$ cat config.mk
export PLATFORM = sky130hd
export DESIGN_NAME = eccdp_top
export DESIGN_NICKNAME = d
export VERILOG_FILES = /design/src/eccdp_pkg.sv /design/src/eccdp_codec.sv /design/src/eccdp_top.sv
export SDC_FILE = /design/constraint.sdc
export NUM_CORES = 1
export LEC_CHECK = 0
export BUFFER_PORTS_ARGS = -buffer_cell sky130_fd_sc_hd__buf_2
export CAP_MARGIN = 20
export CORE_UTILIZATION = 55
export CTS_CLUSTER_DIAMETER = 200
export DETAILED_ROUTE_END_ITERATION = 10
export PLACE_DENSITY = 0.76
export SYNTH_ARGS = -nofsm -noshare
export SYNTH_HDL_FRONTEND = slang
export SYNTH_SLANG_ARGS = --single-unit
$ cat constraint.sdc
create_clock -name aclk -period 2.49 [get_ports aclk]
set_input_delay 0.1245 -clock aclk [delete_from_list [all_inputs] [get_ports aclk]]
set_output_delay 0.1245 -clock aclk [all_outputs]
set_load 0.02 [all_outputs]
$ cat src/eccdp_pkg.sv
// shared constants for the error-corrected true dual-port memory
package eccdp_pkg;

  // ---------------------------------------------------------------
  // array geometry
  // ---------------------------------------------------------------
  localparam int DATA_W  = 8;
  localparam int CODE_W  = 13;
  localparam int DEPTH   = 16;
  localparam int ADDR_W  = 4;
  localparam int SYN_W   = 4;
  localparam int NPORT   = 2;
  localparam int PORT_A  = 0;
  localparam int PORT_B  = 1;
  localparam int LATENCY = 4;

  // ---------------------------------------------------------------
  // register bus
  // ---------------------------------------------------------------
  localparam int AXI_ADDR_W = 4;
  localparam int AXI_DATA_W = 32;
  localparam int AXI_STRB_W = AXI_DATA_W / 8;
  localparam int CNT_W      = 8;
  localparam int NCNT       = 4;

  localparam logic [AXI_ADDR_W-1:0] REG_CTRL   = 4'h0;
  localparam logic [AXI_ADDR_W-1:0] REG_STATUS = 4'h4;
  localparam logic [AXI_ADDR_W-1:0] REG_COUNT  = 4'h8;

  localparam int CTRL_INJECT_BIT = 0;
  localparam logic CTRL_INJECT_RESET = 1'h0;

  // status: per port {valid, uncorrectable, found, fixed}, port b one nibble up
  localparam int STAT_PORT_STRIDE = 4;
  localparam int STAT_FIXED_BIT   = 0;
  localparam int STAT_FOUND_BIT   = 1;
  localparam int STAT_FATAL_BIT   = 2;
  localparam int STAT_VALID_BIT   = 3;

  // count: a fixed, b fixed, a fatal, b fatal, one byte each
  localparam int CNT_A_FIXED = 0;
  localparam int CNT_B_FIXED = 1;
  localparam int CNT_A_FATAL = 2;
  localparam int CNT_B_FATAL = 3;

  localparam logic [1:0] RESP_OKAY   = 2'h0;
  localparam logic [1:0] RESP_SLVERR = 2'h2;

endpackage

$ cat src/eccdp_codec.sv
// one port's encoder and decoder, one pipeline stage each
`timescale 1ns/1ps
module eccdp_codec #(
  parameter int DATA_W = eccdp_pkg::DATA_W,
  parameter int CODE_W = eccdp_pkg::CODE_W,
  parameter int SYN_W  = eccdp_pkg::SYN_W
) (
  input  wire logic              aclk,
  input  wire logic              aresetn,
  input  wire logic [DATA_W-1:0] wr_data,
  input  wire logic              inject,
  output logic      [CODE_W-1:0] wr_code,
  input  wire logic [CODE_W-1:0] rd_code,
  output logic      [DATA_W-1:0] rd_data,
  output logic                   fixed_flag,
  output logic                   found_flag,
  output logic                   fatal_flag
);
  import eccdp_pkg::*;

  // ---------------------------------------------------------------
  // hamming code over positions 1..CODE_W-1, overall parity in bit 0
  // ---------------------------------------------------------------
  function automatic logic [CODE_W-1:0] encode(input logic [DATA_W-1:0] d);
    logic [CODE_W-1:0] c;
    int k;
    c = '0;
    k = 0;
    for (int p = 1; p < CODE_W; p++) begin
      if ((p & (p - 1)) != 0) begin
        c[p] = d[k];
        k++;
      end
    end
    for (int b = 0; b < SYN_W; b++) begin
      for (int p = 1; p < CODE_W; p++) begin
        if (((p >> b) & 1) == 1 && p != (1 << b)) begin
          c[1 << b] = c[1 << b] ^ c[p];
        end
      end
    end
    c[0] = ^c[CODE_W-1:1];
    return c;
  endfunction

  function automatic logic [DATA_W-1:0] extract(input logic [CODE_W-1:0] c);
    logic [DATA_W-1:0] d;
    int k;
    d = '0;
    k = 0;
    for (int p = 1; p < CODE_W; p++) begin
      if ((p & (p - 1)) != 0) begin
        d[k] = c[p];
        k++;
      end
    end
    return d;
  endfunction

  // ---------------------------------------------------------------
  // encode and decode stages
  // ---------------------------------------------------------------
  logic [CODE_W-1:0] code_reg,  code_next;
  logic [DATA_W-1:0] data_reg,  data_next;
  logic              fixed_reg, fixed_next;
  logic              found_reg, found_next;
  logic              fatal_reg, fatal_next;

  always_comb begin
    logic [SYN_W-1:0]  syn;
    logic              par;
    logic [CODE_W-1:0] fix;
    syn = '0;
    par = ^rd_code;
    fix = rd_code;
    code_next = encode(wr_data);
    code_next[0] = code_next[0] ^ inject;
    for (int p = 1; p < CODE_W; p++) begin
      if (rd_code[p]) begin
        syn = syn ^ SYN_W'(p);
      end
    end
    // flags as logic, not branches, so an unknown stored word gives unknown flags
    fixed_next = par & (syn < SYN_W'(CODE_W));
    found_next = par | (syn != '0);
    fatal_next = found_next & ~fixed_next;
    if (fixed_next) begin
      fix[syn] = ~fix[syn];
    end
    data_next = extract(fix);
  end

  always_ff @(posedge aclk) begin
    if (!aresetn) begin
      code_reg  <= '0;
      data_reg  <= '0;
      fixed_reg <= 1'b0;
      found_reg <= 1'b0;
      fatal_reg <= 1'b0;
    end else begin
      code_reg  <= code_next;
      data_reg  <= data_next;
      fixed_reg <= fixed_next;
      found_reg <= found_next;
      fatal_reg <= fatal_next;
    end
  end

  assign wr_code    = code_reg;
  assign rd_data    = data_reg;
  assign fixed_flag = fixed_reg;
  assign found_flag = found_reg;
  assign fatal_flag = fatal_reg;

endmodule

$ cat src/eccdp_top.sv
// error-corrected true dual-port memory with an axi4-lite control slave
//
// The implementer's own choices: the AXI4-Lite slave port and the address map.
`timescale 1ns/1ps
module eccdp_top (
  input  wire logic                             aclk,
  input  wire logic                             aresetn,
  input  wire logic [eccdp_pkg::AXI_ADDR_W-1:0] s_axi_awaddr,
  input  wire logic                             s_axi_awvalid,
  output logic                                  s_axi_awready,
  input  wire logic [eccdp_pkg::AXI_DATA_W-1:0] s_axi_wdata,
  input  wire logic [eccdp_pkg::AXI_STRB_W-1:0] s_axi_wstrb,
  input  wire logic                             s_axi_wvalid,
  output logic                                  s_axi_wready,
  output logic      [1:0]                       s_axi_bresp,
  output logic                                  s_axi_bvalid,
  input  wire logic                             s_axi_bready,
  input  wire logic [eccdp_pkg::AXI_ADDR_W-1:0] s_axi_araddr,
  input  wire logic                             s_axi_arvalid,
  output logic                                  s_axi_arready,
  output logic      [eccdp_pkg::AXI_DATA_W-1:0] s_axi_rdata,
  output logic      [1:0]                       s_axi_rresp,
  output logic                                  s_axi_rvalid,
  input  wire logic                             s_axi_rready,
  input  wire logic                             port_a_lsb_inject,
  input  wire logic [eccdp_pkg::ADDR_W-1:0]     port_a_addr,
  input  wire logic [eccdp_pkg::DATA_W-1:0]     port_a_wr_data,
  input  wire logic                             port_a_wr_en,
  input  wire logic                             port_a_rd_en,
  input  wire logic [eccdp_pkg::ADDR_W-1:0]     port_b_addr,
  input  wire logic [eccdp_pkg::DATA_W-1:0]     port_b_wr_data,
  input  wire logic                             port_b_wr_en,
  input  wire logic                             port_b_rd_en,
  output logic      [eccdp_pkg::DATA_W-1:0]     port_a_read_word,
  output logic                                  port_a_fixed_flag,
  output logic                                  port_a_found_flag,
  output logic                                  port_a_uncorrectable_flag,
  output logic      [eccdp_pkg::DATA_W-1:0]     port_b_read_word,
  output logic                                  port_b_fixed_flag,
  output logic                                  port_b_found_flag,
  output logic                                  port_b_uncorrectable_flag
);
  import eccdp_pkg::*;

  // ---------------------------------------------------------------
  // per-port wiring
  // ---------------------------------------------------------------
  logic [ADDR_W-1:0] in_addr  [NPORT];
  logic [DATA_W-1:0] in_data  [NPORT];
  logic              in_we    [NPORT];
  logic              in_re    [NPORT];
  logic              inject   [NPORT];
  logic [CODE_W-1:0] enc_code [NPORT];
  logic [DATA_W-1:0] dec_data [NPORT];
  logic              dec_fix  [NPORT];
  logic              dec_find [NPORT];
  logic              dec_fatal[NPORT];
  logic              ctrl_inject_reg;

  assign in_addr[PORT_A] = port_a_addr;
  assign in_data[PORT_A] = port_a_wr_data;
  assign in_we[PORT_A]   = port_a_wr_en;
  assign in_re[PORT_A]   = port_a_rd_en;
  assign in_addr[PORT_B] = port_b_addr;
  assign in_data[PORT_B] = port_b_wr_data;
  assign in_we[PORT_B]   = port_b_wr_en;
  assign in_re[PORT_B]   = port_b_rd_en;
  // software may force injection too; only port a can corrupt its writes
  assign inject[PORT_A]  = port_a_lsb_inject | ctrl_inject_reg;
  assign inject[PORT_B]  = 1'b0;

  // ---------------------------------------------------------------
  // encoders and decoders, one pair per port
  // ---------------------------------------------------------------
  logic [CODE_W-1:0] q_reg [NPORT];

  for (genvar g = 0; g < NPORT; g++) begin : g_port
    eccdp_codec u_codec (
      .aclk       (aclk),
      .aresetn    (aresetn),
      .wr_data    (in_data[g]),
      .inject     (inject[g]),
      .wr_code    (enc_code[g]),
      .rd_code    (q_reg[g]),
      .rd_data    (dec_data[g]),
      .fixed_flag (dec_fix[g]),
      .found_flag (dec_find[g]),
      .fatal_flag (dec_fatal[g])
    );
  end

  assign port_a_read_word          = dec_data[PORT_A];
  assign port_a_fixed_flag         = dec_fix[PORT_A];
  assign port_a_found_flag         = dec_find[PORT_A];
  assign port_a_uncorrectable_flag = dec_fatal[PORT_A];
  assign port_b_read_word          = dec_data[PORT_B];
  assign port_b_fixed_flag         = dec_fix[PORT_B];
  assign port_b_found_flag         = dec_find[PORT_B];
  assign port_b_uncorrectable_flag = dec_fatal[PORT_B];

  // ---------------------------------------------------------------
  // control pipeline: skew stage, array input stage, valid tracking
  // ---------------------------------------------------------------
  logic [ADDR_W-1:0] s1_addr_reg[NPORT], s1_addr_next[NPORT];
  logic              s1_we_reg  [NPORT], s1_we_next  [NPORT];
  logic              s1_re_reg  [NPORT], s1_re_next  [NPORT];
  logic [ADDR_W-1:0] m_addr_reg [NPORT], m_addr_next [NPORT];
  logic              m_we_reg   [NPORT], m_we_next   [NPORT];
  logic              m_re_reg   [NPORT], m_re_next   [NPORT];
  logic [CODE_W-1:0] m_code_reg [NPORT], m_code_next [NPORT];
  logic              qv_reg     [NPORT], qv_next     [NPORT];
  logic              dv_reg     [NPORT], dv_next     [NPORT];

  always_comb begin
    for (int p = 0; p < NPORT; p++) begin
      s1_addr_next[p] = in_addr[p];
      s1_we_next[p]   = in_we[p];
      s1_re_next[p]   = in_re[p];
      m_addr_next[p]  = s1_addr_reg[p];
      m_we_next[p]    = s1_we_reg[p];
      m_re_next[p]    = s1_re_reg[p];
      m_code_next[p]  = enc_code[p];
      qv_next[p]      = m_re_reg[p];
      dv_next[p]      = qv_reg[p];
    end
  end

  always_ff @(posedge aclk) begin
    for (int p = 0; p < NPORT; p++) begin
      if (!aresetn) begin
        s1_addr_reg[p] <= '0;
        s1_we_reg[p]   <= 1'b0;
        s1_re_reg[p]   <= 1'b0;
        m_addr_reg[p]  <= '0;
        m_we_reg[p]    <= 1'b0;
        m_re_reg[p]    <= 1'b0;
        m_code_reg[p]  <= '0;
        qv_reg[p]      <= 1'b0;
        dv_reg[p]      <= 1'b0;
      end else begin
        s1_addr_reg[p] <= s1_addr_next[p];
        s1_we_reg[p]   <= s1_we_next[p];
        s1_re_reg[p]   <= s1_re_next[p];
        m_addr_reg[p]  <= m_addr_next[p];
        m_we_reg[p]    <= m_we_next[p];
        m_re_reg[p]    <= m_re_next[p];
        m_code_reg[p]  <= m_code_next[p];
        qv_reg[p]      <= qv_next[p];
        dv_reg[p]      <= dv_next[p];
      end
    end
  end

  // ---------------------------------------------------------------
  // storage array and registered read outputs
  // ---------------------------------------------------------------
  logic [CODE_W-1:0] mem_reg [DEPTH];
  logic [CODE_W-1:0] mem_next[DEPTH];
  logic [CODE_W-1:0] q_next  [NPORT];

  always_comb begin
    mem_next = mem_reg;
    for (int p = 0; p < NPORT; p++) begin
      if (m_we_reg[p]) begin
        mem_next[m_addr_reg[p]] = m_code_reg[p];
      end
    end
    // a write collision has no defined winner
    if (m_we_reg[PORT_A] && m_we_reg[PORT_B] && m_addr_reg[PORT_A] == m_addr_reg[PORT_B]) begin
      mem_next[m_addr_reg[PORT_A]] = {CODE_W{1'bx}};
    end
    for (int p = 0; p < NPORT; p++) begin
      q_next[p] = q_reg[p];
      if (m_re_reg[p]) begin
        q_next[p] = mem_reg[m_addr_reg[p]];
      end
    end
    if (m_re_reg[PORT_A] && m_we_reg[PORT_A]) begin
      q_next[PORT_A] = m_code_reg[PORT_A];
    end
  end

  // the array itself is not cleared by reset, only its output registers
  always_ff @(posedge aclk) begin
    mem_reg <= mem_next;
  end

  always_ff @(posedge aclk) begin
    for (int p = 0; p < NPORT; p++) begin
      if (!aresetn) begin
        q_reg[p] <= '0;
      end else begin
        q_reg[p] <= q_next[p];
      end
    end
  end

  // ---------------------------------------------------------------
  // error counters: the event wins over a clearing write
  // ---------------------------------------------------------------
  logic [CNT_W-1:0] cnt_reg [NCNT];
  logic [CNT_W-1:0] cnt_next[NCNT];
  logic             cnt_event[NCNT];
  logic             cnt_clear;

  assign cnt_event[CNT_A_FIXED] = dv_reg[PORT_A] & dec_fix[PORT_A];
  assign cnt_event[CNT_B_FIXED] = dv_reg[PORT_B] & dec_fix[PORT_B];
  assign cnt_event[CNT_A_FATAL] = dv_reg[PORT_A] & dec_fatal[PORT_A];
  assign cnt_event[CNT_B_FATAL] = dv_reg[PORT_B] & dec_fatal[PORT_B];

  always_comb begin
    for (int i = 0; i < NCNT; i++) begin
      cnt_next[i] = cnt_clear ? '0 : cnt_reg[i];
      if (cnt_event[i] && cnt_next[i] != '1) begin
        cnt_next[i] = cnt_next[i] + CNT_W'(1);
      end
    end
  end

  always_ff @(posedge aclk) begin
    for (int i = 0; i < NCNT; i++) begin
      if (!aresetn) begin
        cnt_reg[i] <= '0;
      end else begin
        cnt_reg[i] <= cnt_next[i];
      end
    end
  end

  // ---------------------------------------------------------------
  // axi4-lite slave, one write and one read in flight
  // ---------------------------------------------------------------
  logic                  awready_reg, awready_next;
  logic                  wready_reg,  wready_next;
  logic                  bvalid_reg,  bvalid_next;
  logic [1:0]            bresp_reg,   bresp_next;
  logic                  aw_have_reg, aw_have_next;
  logic                  w_have_reg,  w_have_next;
  logic [AXI_ADDR_W-1:0] aw_addr_reg, aw_addr_next;
  logic [AXI_DATA_W-1:0] w_data_reg,  w_data_next;
  logic [AXI_STRB_W-1:0] w_strb_reg,  w_strb_next;
  logic                  arready_reg, arready_next;
  logic                  rvalid_reg,  rvalid_next;
  logic [1:0]            rresp_reg,   rresp_next;
  logic [AXI_DATA_W-1:0] rdata_reg,   rdata_next;
  logic                  ctrl_inject_next;
  logic [AXI_DATA_W-1:0] status_word, count_word;

  always_comb begin
    status_word = '0;
    count_word  = '0;
    for (int p = 0; p < NPORT; p++) begin
      status_word[p*STAT_PORT_STRIDE+STAT_FIXED_BIT] = dec_fix[p];
      status_word[p*STAT_PORT_STRIDE+STAT_FOUND_BIT] = dec_find[p];
      status_word[p*STAT_PORT_STRIDE+STAT_FATAL_BIT] = dec_fatal[p];
      status_word[p*STAT_PORT_STRIDE+STAT_VALID_BIT] = dv_reg[p];
    end
    for (int i = 0; i < NCNT; i++) begin
      count_word[i*CNT_W +: CNT_W] = cnt_reg[i];
    end
  end

  always_comb begin
    aw_have_next     = aw_have_reg;
    w_have_next      = w_have_reg;
    aw_addr_next     = aw_addr_reg;
    w_data_next      = w_data_reg;
    w_strb_next      = w_strb_reg;
    bvalid_next      = bvalid_reg;
    bresp_next       = bresp_reg;
    ctrl_inject_next = ctrl_inject_reg;
    cnt_clear        = 1'b0;
    if (s_axi_awvalid && awready_reg) begin
      aw_have_next = 1'b1;
      aw_addr_next = s_axi_awaddr;
    end
    if (s_axi_wvalid && wready_reg) begin
      w_have_next = 1'b1;
      w_data_next = s_axi_wdata;
      w_strb_next = s_axi_wstrb;
    end
    if (bvalid_reg && s_axi_bready) begin
      bvalid_next = 1'b0;
    end
    if (aw_have_reg && w_have_reg && !bvalid_reg) begin
      aw_have_next = 1'b0;
      w_have_next  = 1'b0;
      bvalid_next  = 1'b1;
      bresp_next   = RESP_OKAY;
      case (aw_addr_reg[AXI_ADDR_W-1:2])
        REG_CTRL[AXI_ADDR_W-1:2]: begin
          if (w_strb_reg[0]) begin
            ctrl_inject_next = w_data_reg[CTRL_INJECT_BIT];
          end
        end
        REG_STATUS[AXI_ADDR_W-1:2]: begin
          bresp_next = RESP_OKAY;
        end
        REG_COUNT[AXI_ADDR_W-1:2]: begin
          cnt_clear = 1'b1;
        end
        default: begin
          bresp_next = RESP_SLVERR;
        end
      endcase
    end
    awready_next = !aw_have_next && !bvalid_next;
    wready_next  = !w_have_next && !bvalid_next;

    rvalid_next = rvalid_reg;
    rresp_next  = rresp_reg;
    rdata_next  = rdata_reg;
    if (rvalid_reg && s_axi_rready) begin
      rvalid_next = 1'b0;
    end
    if (s_axi_arvalid && arready_reg) begin
      rvalid_next = 1'b1;
      rresp_next  = RESP_OKAY;
      rdata_next  = '0;
      case (s_axi_araddr[AXI_ADDR_W-1:2])
        REG_CTRL[AXI_ADDR_W-1:2]: begin
          rdata_next[CTRL_INJECT_BIT] = ctrl_inject_reg;
        end
        REG_STATUS[AXI_ADDR_W-1:2]: begin
          rdata_next = status_word;
        end
        REG_COUNT[AXI_ADDR_W-1:2]: begin
          rdata_next = count_word;
        end
        default: begin
          rresp_next = RESP_SLVERR;
        end
      endcase
    end
    arready_next = !rvalid_next;
  end

  always_ff @(posedge aclk) begin
    if (!aresetn) begin
      awready_reg     <= 1'b0;
      wready_reg      <= 1'b0;
      bvalid_reg      <= 1'b0;
      bresp_reg       <= RESP_OKAY;
      aw_have_reg     <= 1'b0;
      w_have_reg      <= 1'b0;
      aw_addr_reg     <= '0;
      w_data_reg      <= '0;
      w_strb_reg      <= '0;
      arready_reg     <= 1'b0;
      rvalid_reg      <= 1'b0;
      rresp_reg       <= RESP_OKAY;
      rdata_reg       <= '0;
      ctrl_inject_reg <= CTRL_INJECT_RESET;
    end else begin
      awready_reg     <= awready_next;
      wready_reg      <= wready_next;
      bvalid_reg      <= bvalid_next;
      bresp_reg       <= bresp_next;
      aw_have_reg     <= aw_have_next;
      w_have_reg      <= w_have_next;
      aw_addr_reg     <= aw_addr_next;
      w_data_reg      <= w_data_next;
      w_strb_reg      <= w_strb_next;
      arready_reg     <= arready_next;
      rvalid_reg      <= rvalid_next;
      rresp_reg       <= rresp_next;
      rdata_reg       <= rdata_next;
      ctrl_inject_reg <= ctrl_inject_next;
    end
  end

  assign s_axi_awready = awready_reg;
  assign s_axi_wready  = wready_reg;
  assign s_axi_bvalid  = bvalid_reg;
  assign s_axi_bresp   = bresp_reg;
  assign s_axi_arready = arready_reg;
  assign s_axi_rvalid  = rvalid_reg;
  assign s_axi_rresp   = rresp_reg;
  assign s_axi_rdata   = rdata_reg;

endmodule

==> flow_summary.json <==
{
  "grt.overflow.total": 0,
  "fin_crit_ns": 2.36,
  "synth-edff-count": 0,
  "dr.pass1.iters": 6,
  "pre_cts_ws_ns": 0.0882,
  "max_freq_mhz": 424,
  "ant_nets": 0,
  "netlist_instances": 2222,
  "grt_max_degree": 87,
  "synth_top_area_share_pct": 38.2,
  "io_pins": 143,
  "hold_end": "g_port[1].u_codec.fatal_flag",
  "hold_depth": 2,
  "grt_pass1_vias": 17800,
  "startpoint_type": "register",
  "clk_latency_ns": 0.56,
  "end_kind": "register",
  "dieArea_sq_um": 40200,
  "peakVddDrop_mv": 0.732,
  "h-tree-depth": 2,
  "period_share_pct": 94.7,
  "hold_slack_ns": 0.0246,
  "die_width_um": 201,
  "multi_input_area_sq_um": 12300,
  "async_flop_share_pct": 0,
  "cts_made_buffers": 43,
  "power.density_nw_per_um2": 694,
  "r2r_slack_ns": 0.13,
  "critPathBufInv": 0,
  "cp_max_fo": 11,
  "slowest_stage": "nor4_2",
  "nFillCells": 3015,
  "drv_cap": 0,
  "cts-root-buf": "clkbuf_16",
  "ys.flop_type": "dfxtp_1",
  "hp-class": "in2reg",
  "io_buffers": 102,
  "via_count": 18100,
  "cp_top_family": "simple AND/OR/NAND/NOR gates",
  "ys_types": 68,
  "cp_slowest_stage_delay_ns": 0.36,
  "syn_area_sq_um": 21700,
  "met1Wirelength_um": 24700,
  "area_growth_syn_to_layout_pct": 14.7,
  "path_clk_slew_ns": 0.06,
  "critical_path_class": "reg2reg",
  "wl_met2_um": 30500,
  "setup_slack_ns": 0.131,
  "via_per_inst": 6.34,
  "die_y_um": 201,
  "cts-root-to-sink-buffers": 3,
  "cts_tree": "yes",
  "rsz0062_at_grt": "no",
  "synth_seq_cells": 414,
  "layout.nets": 2392,
  "grt_first_pass_wirelength_um": 101000,
  "crit-reg2reg-launch": "s_axi_bvalid",
  "highest_layer": "met4",
  "hp-start": "aresetn",
  "synth_top_area_cell": "dfxtp_1",
  "path_cells": "nand3b_1 > or2_4 > and2_1 > ha_2 > nand4_1 > nor2_1 > nor4_2 > nand3_1 > xor2_1 > and2_1",
  "ys_top_cells_by_area": "dfxtp_1, mux2i_1, mux4_2",
  "skew_ns": 0.0241,
  "antenna_found_initial": 0,
  "wl_per_cell_um": 22.8,
  "final_cells": 2855,
  "largest_reg_flops": 208,
  "dpl_cell_area_sq_um": 22900,
  "regArea_sq_um": 8300,
  "required_ns": 2.94,
  "p_leak_nw": 9.76,
  "critPathMostFrequentCell": "and2_1",
  "tns_ns": 0,
  "post_cts_buffers": 0,
  "hpwl_um": 42700,
  "num_rows": 72,
  "slew_headroom_pct": 27.0,
  "gp_congestion": 0.931,
  "worst_slew_pin_slew_ns": 1.09,
  "postSynthAreaPerCell_sq_um": 9.76,
  "design.core.area_sq_um": 38700,
  "ys_seq_area_share_pct": 38.2,
  "r2r_cells": 10,
  "setup_viol": 0,
  "cts.sinks": 414,
  "hold_violations": 0,
  "status": "finished clean",
  "met3WireLength_um": 6050,
  "dp.cells": 2731,
  "stdcell_area_sq_um": 24900,
  "yosysWarningCount": 0,
  "drive_above_1_share_pct": 17.9,
  "slew_viol_final": 0,
  "drc": 0,
  "drt_first_iter_violations": 1983,
  "critPathArrivalTime_ns": 2.81,
  "grt_usage_pct": 31.9,
  "reg2reg_to": "cnt_reg[1][7]",
  "start_util_pct": 56.0,
  "routed_wl_um": 65200
}
cells in the mapped netlist, drive strengths merged (3+ instances only):
cell	instances
xnor2	66
and4	3
mux2	3
nand3b	3
clkbuf	118
or2	3
nor2	255
nor2b	33
nand4	12
nand3	58
and3	12
buf	107
a211oi	214
o31a	4
xor2	34
inv	13
or3	4
nor4	4
and2	115
nor3	9
a31oi	4
o21a	7
a21oi	19
mux4	91
a22oi	19
nand2b	25
o211ai	15
nor4b	4
ha	8
a41oi	13
dfxtp	414
o21ai	28
mux2i	299
nand2	141
a21boi	43
kinds of logic (layout without fill, tap and decap cells):
family                     Yosys count  in the layout  synth area share (%)
and+or+nand+nor                    687            687                  15.5
DFF                                414            414                  38.2
muxes                              393            393                  23.4
AOI/OAI and AO/OA                  377            377                  12.8
buffers and inverters              238            350                  4.98
xor gates and xnor gates           104            104                  4.62
adders and majority gates            8              8                 0.462
other                                1              4                0.0173
repair_timing:
item / in CTS / in global routing
hold buffers: 46 / 0
gates resized for setup: 0 / 3
endpoints found under the hold margin: 43 / 0
setup endpoints to repair: 0 / 4
layer usage:
layer  GRT usage (%)  up-vias
met5               0        -
li1                -     8110
met1            38.6     8760
met3            7.18      259
met2            52.0      967
met4            18.7        0
worst reg2reg max path: stages, from the launching register on:
cell,delay (ns)
dfxtp_2,0.33
nand3b_1,0.19
or2_4,0.34
and2_1,0.21
ha_2,0.21
nand4_1,0.10
nor2_1,0.07
nor4_2,0.36
nand3_1,0.14
xor2_1,0.18
and2_1,0.15
how the worst max path moves through the flow:
stage	start	to	slack (ns)	cells past startpoint
after global placement	s_axi_bvalid	cnt_reg[2][5]	0.07	10
final	s_axi_bvalid	cnt_reg[1][7]	0.13	10
after global routing	s_axi_bvalid	cnt_reg[2][7]	0.02	11
after detailed placement	s_axi_bvalid	cnt_reg[2][5]	0.09	10
after CTS	s_axi_bvalid	cnt_reg[2][5]	0.07	10
after floorplan	s_axi_bvalid	cnt_reg[1][7]	0.008	12
placed cells by master (no fill, tap or decap), drive strengths merged, types with 58 or more instances in the layout:
cell type	Yosys	final
dfxtp	414	414
mux2i	299	299
nor2	255	255
buf	107	215
a211oi	214	214
nand2	141	141
and2	115	115
mux4	91	91
xnor2	66	66
clkbuf	118	60
nand3	58	58
power by group:
part	total (W)	internal (W)	switching (W)
sequential	0.00784	0.00721	0.000627
combinational	0.00265	0.00141	0.00124
clock	0.00678	0.00408	0.00269
total	0.0173	0.0127	0.00456
metrics by stage:
stage                     util [%]  power, W
after detailed placement      59.1    0.0105
final                         64.2    0.0173
after floorplan                  -   0.00969
after global routing          64.2    0.0178
after global placement        59.1    0.0103
after CTS                     64.1    0.0172
final cells by class:
cell class                      instances  area share, %
Tap cell                              518           2.61
Sequential cell                       414           33.4
Multi-Input combinational cell       1571           49.6
Timing Repair Buffer                  261           8.23
Clock inverter                         16          0.840
Inverter                               13          0.196
Antenna cell                            2         0.0201
Clock buffer                           60           5.12
(Power assumes the default switching activity.)
